<file path="config.mk">
export PLATFORM = sky130hd
export DESIGN_NAME = rx_port_timestamp_capture
export DESIGN_NICKNAME = d
export VERILOG_FILES = /design/src/rtl/ts_capture_pkg.sv /design/src/rtl/rx_port_timestamp_capture.sv
export SDC_FILE = /design/constraint.sdc
export NUM_CORES = 1
export LEC_CHECK = 0
export CELL_PAD_IN_SITES_DETAIL_PLACEMENT = 1
export CELL_PAD_IN_SITES_GLOBAL_PLACEMENT = 2
export CORE_AREA = 2 2 148 150
export CTS_BUF_LIST = sky130_fd_sc_hd__clkbuf_16
export CTS_CLUSTER_DIAMETER = 30
export DETAILED_ROUTE_END_ITERATION = 7
export DIE_AREA = 0 0 150 152
export DONT_BUFFER_PORTS = 1
export GPL_ROUTABILITY_DRIVEN = 0
export HOLD_SLACK_MARGIN = 0.05
export PLACE_DENSITY_LB_ADDON = 0.15
export REMOVE_ABC_BUFFERS = 1
export SYNTH_ARGS = -nofsm -noshare
export SYNTH_HDL_FRONTEND = slang
export SYNTH_SLANG_ARGS = --single-unit
</file>
<file path="constraint.sdc">
create_clock -name mclk -period 3.1 [get_ports mclk]
set_input_delay 0.465 -clock mclk [delete_from_list [all_inputs] [get_ports mclk]]
set_output_delay 0.465 -clock mclk [all_outputs]
set_load 0.02 [all_outputs]
</file>
<file path="src/rtl/ts_capture_pkg.sv">
// Purpose: Constants and types of the port timestamp capture unit
// Assumes: 100 MHz core clock, APB access, byte address = 4 x index
// Notes:
// Function
// - Freeze holds captures and clears ready
// - Capture only on ports with enable set
// - Line mode captures at trigger line number
// - Free-run frame mode waits for trigger line
// - Ready flag bit 4, cleared by freeze
// - Per-port valid bits 0 and 1
// - Port 0 result as two bytes
// - Port 1 result as two bytes
// - Event select: line start or frame start
// - Counter frame-sync referenced or free running
// - Frame-sync edge: rising or falling
package ts_capture_pkg;

  localparam int NPORT = 2;

  // Register indexes
  localparam logic [5:0] IDX_CONFIG   = 6'h25;
  localparam logic [5:0] IDX_CONTROL  = 6'h26;
  localparam logic [5:0] IDX_LINE_HI  = 6'h27;
  localparam logic [5:0] IDX_LINE_LO  = 6'h28;
  localparam logic [5:0] IDX_STATUS   = 6'h29;
  localparam logic [5:0] IDX_P0_HI    = 6'h2a;
  localparam logic [5:0] IDX_P0_LO    = 6'h2b;
  localparam logic [5:0] IDX_P1_HI    = 6'h2c;
  localparam logic [5:0] IDX_P1_LO    = 6'h2d;
  localparam logic [5:0] IDX_IRQ_STS  = 6'h38;
  localparam logic [5:0] IDX_IRQ_MASK = 6'h39;

  // Field positions
  localparam int CTL_FREEZE_BIT = 4;
  localparam int CFG_EDGE_BIT   = 6;
  localparam int CFG_RES_LSB    = 4;
  localparam int CFG_FREE_BIT   = 1;
  localparam int CFG_EVT_BIT    = 0;
  localparam int STS_READY_BIT  = 4;

  // Tick periods
  localparam int CLK_NS   = 10;
  localparam int RES0_NS  = 40;
  localparam int RES1_NS  = 80;
  localparam int RES2_NS  = 160;
  localparam int RES3_NS  = 1000;
  localparam logic [6:0] RES0_CYC = 7'(RES0_NS / CLK_NS);
  localparam logic [6:0] RES1_CYC = 7'(RES1_NS / CLK_NS);
  localparam logic [6:0] RES2_CYC = 7'(RES2_NS / CLK_NS);
  localparam logic [6:0] RES3_CYC = 7'(RES3_NS / CLK_NS);

  typedef enum logic {ARM_WAIT, ARM_ARMED} arm_t;

  typedef struct packed {
    logic [NPORT-1:0] frame_start;
    logic [NPORT-1:0] line_start;
  } video_in_t;

  typedef struct packed {
    logic [NPORT-1:0]        enable;
    logic                    freeze;
    logic [7:0]              line_hi;
    logic [7:0]              line_lo;
    logic                    evt_sel;
    logic                    freerun;
    logic [1:0]              res_sel;
    logic                    edge_sel;
    logic [NPORT-1:0]        valid;
    logic                    ready;
    logic [NPORT-1:0][15:0]  result;
    logic [NPORT-1:0][15:0]  line_cnt;
    arm_t [NPORT-1:0]        arm;
    logic [6:0]              div_cnt;
    logic [15:0]             tick_cnt;
    logic                    fsync_q;
    logic [7:0]              irq_sts;
    logic [7:0]              irq_mask;
    logic [31:0]             prdata;
    logic                    pslverr;
  } state_t;

endpackage

</file>
<file path="src/rtl/rx_port_timestamp_capture.sv">
// Purpose: Per-port timestamp capture with APB registers
// Assumes: Video and frame-sync inputs synchronous to mclk
// Notes: Zero-wait APB slave, read data staged in setup phase
//
// Chosen here: the APB register port.
`timescale 1ns/1ps
`default_nettype none
module rx_port_timestamp_capture (
  input  wire logic                      mclk,
  input  wire logic                      rst_n,
  input  wire logic                      psel,
  input  wire logic                      penable,
  input  wire logic                      pwrite,
  input  wire logic [7:0]                paddr,
  input  wire logic [31:0]               pwdata,
  input  wire logic [3:0]                pstrb,
  output logic      [31:0]               prdata,
  output logic                           pready,
  output logic                           pslverr,
  input  wire logic                      frame_sync,
  input  wire ts_capture_pkg::video_in_t video,
  output logic                           irq
);

  ts_capture_pkg::state_t s_r;
  ts_capture_pkg::state_t s_nxt;
  logic                   wr_en;
  logic                   rd_setup;
  logic [5:0]             idx;
  logic [6:0]             period;
  logic                   tick_en;
  logic                   fs_edge;
  logic [15:0]            trig_line;
  logic [1:0][15:0]       line_inc;
  logic [1:0]             hit;
  logic [1:0]             cap;
  logic [7:0]             evt;
  logic [7:0]             rdata;
  logic                   mapped;

  ////////////////////////////////////////////////////////////////////
  // Next state
  always_comb
  begin
    s_nxt = s_r;
    idx = paddr[7:2];
    wr_en = psel & penable & pwrite & pstrb[0];
    rd_setup = psel & ~penable;
    trig_line = {s_r.line_hi, s_r.line_lo};

    // Register writes
    if (wr_en)
    begin
      case (idx)
        ts_capture_pkg::IDX_CONFIG:
        begin
          s_nxt.edge_sel = pwdata[ts_capture_pkg::CFG_EDGE_BIT];
          s_nxt.res_sel =
            pwdata[ts_capture_pkg::CFG_RES_LSB +: 2];
          s_nxt.freerun = pwdata[ts_capture_pkg::CFG_FREE_BIT];
          s_nxt.evt_sel = pwdata[ts_capture_pkg::CFG_EVT_BIT];
        end
        ts_capture_pkg::IDX_CONTROL:
        begin
          s_nxt.freeze = pwdata[ts_capture_pkg::CTL_FREEZE_BIT];
          s_nxt.enable = pwdata[1:0];
        end
        ts_capture_pkg::IDX_LINE_HI:  s_nxt.line_hi = pwdata[7:0];
        ts_capture_pkg::IDX_LINE_LO:  s_nxt.line_lo = pwdata[7:0];
        ts_capture_pkg::IDX_IRQ_MASK: s_nxt.irq_mask = pwdata[7:0];
        default:                      s_nxt.line_hi = s_r.line_hi;
      endcase
    end

    // Tick divider
    case (s_r.res_sel)
      2'h0:    period = ts_capture_pkg::RES0_CYC;
      2'h1:    period = ts_capture_pkg::RES1_CYC;
      2'h2:    period = ts_capture_pkg::RES2_CYC;
      default: period = ts_capture_pkg::RES3_CYC;
    endcase
    tick_en = (s_r.div_cnt >= period - 7'h01);

    // Frame-sync active edge
    fs_edge = s_r.edge_sel ? (s_r.fsync_q & ~frame_sync)
                           : (~s_r.fsync_q & frame_sync);
    s_nxt.fsync_q = frame_sync;

    if (!s_r.freerun && fs_edge)
    begin
      s_nxt.tick_cnt = 16'h0000;
      s_nxt.div_cnt = 7'h00;
    end
    else if (tick_en)
    begin
      s_nxt.tick_cnt = s_r.tick_cnt + 16'h0001;
      s_nxt.div_cnt = 7'h00;
    end
    else
    begin
      s_nxt.div_cnt = s_r.div_cnt + 7'h01;
    end

    // Resume after freeze starts a fresh capture round
    if (s_r.freeze && !s_nxt.freeze)
    begin
      s_nxt.valid = '0;
    end

    // Per-port line tracking and capture
    for (int p = 0; p < ts_capture_pkg::NPORT; p++)
    begin
      line_inc[p] = s_r.line_cnt[p] + 16'h0001;
      hit[p] = video.line_start[p] & (line_inc[p] == trig_line);
      if (video.frame_start[p])
      begin
        s_nxt.line_cnt[p] = 16'h0000;
      end
      else if (video.line_start[p])
      begin
        s_nxt.line_cnt[p] = line_inc[p];
      end
      if (!s_r.evt_sel)
      begin
        cap[p] = hit[p];
      end
      else if (!s_r.freerun)
      begin
        cap[p] = video.frame_start[p];
      end
      else
      begin
        cap[p] = video.frame_start[p]
                 & (s_r.arm[p] == ts_capture_pkg::ARM_ARMED);
      end
      if (s_r.evt_sel && s_r.freerun)
      begin
        if (cap[p])
        begin
          s_nxt.arm[p] = ts_capture_pkg::ARM_WAIT;
        end
        else if (hit[p])
        begin
          s_nxt.arm[p] = ts_capture_pkg::ARM_ARMED;
        end
      end
      else
      begin
        s_nxt.arm[p] = ts_capture_pkg::ARM_WAIT;
      end
      cap[p] = cap[p] & s_r.enable[p]
               & ~s_nxt.freeze;
      if (cap[p])
      begin
        s_nxt.result[p] = s_r.tick_cnt;
        s_nxt.valid[p] = 1'h1;
      end
    end

    // Ready flag
    if (s_nxt.freeze)
    begin
      s_nxt.ready = 1'h0;
    end
    else if ((|s_nxt.enable)
             && ((s_nxt.valid & s_nxt.enable) == s_nxt.enable))
    begin
      s_nxt.ready = 1'h1;
    end

    // Interrupt status, set wins over write-one-to-clear
    evt = 8'h00;
    evt[1:0] = cap;
    evt[ts_capture_pkg::STS_READY_BIT] = s_nxt.ready & ~s_r.ready;
    s_nxt.irq_sts = s_r.irq_sts | evt;
    if (wr_en && idx == ts_capture_pkg::IDX_IRQ_STS)
    begin
      s_nxt.irq_sts = (s_r.irq_sts & ~pwdata[7:0]) | evt;
    end

    // Read mux
    rdata = 8'h00;
    mapped = 1'h1;
    case (idx)
      ts_capture_pkg::IDX_CONFIG:
      begin
        rdata[ts_capture_pkg::CFG_EDGE_BIT] = s_r.edge_sel;
        rdata[ts_capture_pkg::CFG_RES_LSB +: 2] = s_r.res_sel;
        rdata[ts_capture_pkg::CFG_FREE_BIT] = s_r.freerun;
        rdata[ts_capture_pkg::CFG_EVT_BIT] = s_r.evt_sel;
      end
      ts_capture_pkg::IDX_CONTROL:
      begin
        rdata[ts_capture_pkg::CTL_FREEZE_BIT] = s_r.freeze;
        rdata[1:0] = s_r.enable;
      end
      ts_capture_pkg::IDX_LINE_HI:  rdata = s_r.line_hi;
      ts_capture_pkg::IDX_LINE_LO:  rdata = s_r.line_lo;
      ts_capture_pkg::IDX_STATUS:
      begin
        rdata[ts_capture_pkg::STS_READY_BIT] = s_r.ready;
        rdata[1:0] = s_r.valid;
      end
      ts_capture_pkg::IDX_P0_HI: rdata = s_r.result[0][15:8];
      ts_capture_pkg::IDX_P0_LO: rdata = s_r.result[0][7:0];
      ts_capture_pkg::IDX_P1_HI: rdata = s_r.result[1][15:8];
      ts_capture_pkg::IDX_P1_LO: rdata = s_r.result[1][7:0];
      ts_capture_pkg::IDX_IRQ_STS:  rdata = s_r.irq_sts;
      ts_capture_pkg::IDX_IRQ_MASK: rdata = s_r.irq_mask;
      default:                      mapped = 1'h0;
    endcase
    s_nxt.pslverr = 1'h0;
    if (rd_setup)
    begin
      s_nxt.prdata = {24'h000000, rdata};
      s_nxt.pslverr = ~mapped;
    end
  end

  ////////////////////////////////////////////////////////////////////
  // State register
  always_ff @(posedge mclk or negedge rst_n)
  begin
    if (!rst_n)
    begin
      s_r <= '0;
    end
    else
    begin
      s_r <= s_nxt;
    end
  end

  assign prdata  = s_r.prdata;
  assign pslverr = s_r.pslverr;
  assign pready  = psel & penable;
  assign irq     = |(s_r.irq_sts & s_r.irq_mask);
endmodule
`default_nettype wire

</file>
==> qor.txt <==
========================================================================================
Outcome                                                                     finished, violations left
Failing checks                                                               hold timing
Synth Instances                                                                      768
Post-place setup slack                                                      -0.008009 ns
Routed wire per std cell                                                        21.36 um
Most area-hungry cell type in the Yosys netlist                             sky130_fd_sc_hd__dfrtp_1
Number of sinks handled by clock tree synthesis                                      142
Net count, final                                                                     866
Rows                                                                                  54
Worst Tran Pin Value                                                           0.6615 ns
Total Die Area                                                                22800 um^2
Remaining number of nets flagged by the antenna check after routing                    0
Maximum number of pins on one net before global-route repair                         143
Post-synth ARST share                                                             100.0%
Growth of design area from synthesis to finish                                    14.60%
Number of storage elements in the synthesis netlist                                  142
Hold Buf Count CTS                                                                     1
Delay of the slowest cell on the worst path                                      0.52 ns
Top cells by area, synth                                                    sky130_fd_sc_hd__dfrtp_1, sky130_fd_sc_hd__mux2_2, sky130_fd_sc_hd__xnor2_1
DRT met1 WL                                                                      9769 um
Antenna diode count                                                                    0
Final worst clock skew                                                        0.01527 ns
Highest metal layer used by the detailed router                                     met4
Clock slew seen by the registers of the worst setup and hold paths               0.07 ns
Global-route wire length before repair                                          37090 um
Worst slack on hold paths                                                     -0.2658 ns
Number of global-route vias before repair                                           6530
Number of search-and-repair iterations in the first detailed-routing pass              5
Die height                                                                        152 um
Register-to-Register Path Depth                                                       10
RSZ-0062 raised after global routing                                               false
Detailed-route wire length                                                      23390 um
Synth cell types                                                                      79
Effective utilization at floorplan                                                37.28%
Antenna violations before repair                                                       0
Leading cell types by count after synthesis                                 sky130_fd_sc_hd__dfrtp_1, sky130_fd_sc_hd__nor2_1, sky130_fd_sc_hd__mux2_2
Path type of the worst setup path                                             reg -> reg
Post-synthesis area per instance                                              10.36 um^2
Clock Root Buffer                                                           sky130_fd_sc_hd__clkbuf_16
Final worst slack                                                              0.1230 ns
Placed wire-length estimate                                                     17040 um
Data arrival, critical path                                                      3.30 ns
Critical Path, Cell by Cell                                                 ha_4, buf_4, or3_2, a31oi_1, o2111ai_2, or4_4, a21oi_4, buf_12, clkbuf_16, mux2_2
Detail Route met3 WL                                                              811 um
Congestion Overflow GR                                                                 0
Yosys top cell area share                                                         44.64%
Number of remaining DRC errors                                                         0
Sequential Area                                                                3553 um^2
Clk_lat worst skew                                                               0.43 ns
EDFF count, synth                                                                      0
Number of H-tree branching levels                                                      4
Die X-Extent                                                                      150 um
Number of slew-limit violations in the final report                                    0
Total number of vias                                                                6013
Global router's overall resource usage                                            21.11%
Worst setup SP type                                                             register
Minimum clock period                                                            2.977 ns
Final period util                                                                 96.03%
Netlist Area Pre-Place                                                         7960 um^2
Leakage power                                                                   4.064 nW
Number of clock buffers inserted by TritonCTS                                         17
Kind of capture point of the worst setup path                                   register
Post-layout util                                                                  42.73%
Max transition margin                                                             55.74%
Class of the worst hold path                                                 in -> async
Port Buffer Count                                                                      0
TritonCTS clock tree                                                                 yes
Io pins                                                                               89
Most common flop cell mapped by yosys                                       sky130_fd_sc_hd__dfrtp_1
Max clock buf depth                                                                    2
Core Box Area                                                                 21350 um^2
DRC violation total after the first TritonRoute iteration                            278
Number of fill cells                                                                2425
Maximum VDD drop                                                                302.8 uV
Count leader, synth                                                         sky130_fd_sc_hd__dfrtp_1
Final hold violation count                                                           142
Total of warnings raised by yosys                                                      0
Share of the yosys chip area belonging to registers                               44.64%
Detail-routed via count per cell                                                   5.491
Fraction of final layout cells sized beyond drive strength 1                      20.74%
Max cap viols                                                                          0
Power density relative to cell area                                         495.6 nW/um^2
Final-report setup violation count                                                     0
Overall power consumption                                                       4.521 mW
Slowest stage cell on the critical path                                     sky130_fd_sc_hd__or4_4
Met2 wirelength from detailed routing                                           12150 um
Maximum fanout along the worst path                                                    4
Post-route cell area                                                           9123 um^2
Dpl cell area                                                                  8401 um^2
Maximum clock frequency                                                        335.9 MHz
Multi-input logic area                                                         4045 um^2
Worst Path Required                                                              3.42 ns
========================================================================================
## cell type report
| cell class | count | share of cell area [%] |
|---|---|---|
| flip-flops and latches | 142 | 38.95 |
| multi-input cells | 565 | 44.34 |
| repair buffers | 56 | 5.473 |
| inverters | 20 | 0.8229 |
| clock inverters | 15 | 1.906 |
| clock buffers | 17 | 4.663 |
| well taps | 280 | 3.840 |
## layout by cell type, fill, tap and decap left out, types with 10 or more instances in the layout
cell type                   Yosys  routed
sky130_fd_sc_hd__a21oi_1       21      20
sky130_fd_sc_hd__a22oi_1       10      10
sky130_fd_sc_hd__buf_4         35      49
sky130_fd_sc_hd__clkbuf_16      0      19
sky130_fd_sc_hd__conb_1         1      24
sky130_fd_sc_hd__dfrtp_1      142     142
sky130_fd_sc_hd__inv_1         20      21
sky130_fd_sc_hd__mux2_2        52      52
sky130_fd_sc_hd__mux2i_1       12      12
sky130_fd_sc_hd__nand2_1       43      43
sky130_fd_sc_hd__nand3_1       28      27
sky130_fd_sc_hd__nand4_1       16      16
sky130_fd_sc_hd__nor2_1        74      74
sky130_fd_sc_hd__nor2b_1       10      10
sky130_fd_sc_hd__nor3_1        18      18
sky130_fd_sc_hd__nor4_1        11      11
sky130_fd_sc_hd__o21ai_0       19      19
sky130_fd_sc_hd__xnor2_1       40      40
sky130_fd_sc_hd__xor2_1        38      38
## per-stage QoR
step           TNS (ns)  cells  hold WS [ns]
5_1_grt               0   1095       -0.2958
2_1_floorplan    -5.561    727        0.1694
3_5_place_dp   -0.01457   1058        0.1768
4_1_cts               0   1091       -0.2836
3_3_place_gp          0   1058        0.1771
6_report              0   1095       -0.2658
## registers in the layout, summed over array words and instances (netlist names)
| register | flops |
|---|---|
| prdata | 8 |
| s_r | 133 |
| pslverr | 1 |
## per-layer routing
metal / up-vias / GRT usage, %
met3: 33 / 5.135
met2: 93 / 36.40
met5: - / 0
met1: 3103 / 25.42
met4: 0 / 7.682
li1: 2784 / -
## worst paths after layout
check | start | end | slack (ns)
max | s_r[75] | s_r[111] | 0.12
min | rst_n | s_r[91] | -0.27
max reg2reg | s_r[75] | s_r[111] | 0.12
min reg2reg | s_r[66] | s_r[66] | 0.49
max in group asynchronous | rst_n | s_r[134] | 3.14
min in group mclk | video[3] | s_r[99] | 0.10
## repair_timing
action | 4_1_cts | 5_1_grt
buffers inserted | 0 | 1
hold endpoints to repair | 143 | 142
endpoints found under the setup margin | 3 | 32
gates resized for setup | 1 | 4
gates cloned | 0 | 3
pin swaps | 0 | 4
## worst max-delay path: cells and delay by family, from the launching register on
family	cells	cell delay, ns
flops	1	0.41
mux	1	0.33
fa+ha+maj	1	0.19
compound gates	3	0.55
simple gates	2	0.98
buf+inv	3	0.41
## power by group
group	switching [mW]	total (mW)	internal (mW)	leakage, nW
clock	0.910	2.13	1.22	0.293
sequential	0.0903	2.01	1.92	1.95
combinational	0.205	0.381	0.175	1.82
## cells by family after synthesis
family / Yosys count / share of synthesized area (%)
AOI/OAI and AO/OA: 119 / 10.81
xor gates and xnor gates: 78 / 8.582
adders and majority gates: 10 / 1.572
buffers and inverters: 84 / 6.067
DFF: 142 / 44.64
muxes: 73 / 10.66
other: 1 / 0.04711
and+or+nand+nor: 261 / 17.62
Power figures use the tool's default switching activity.
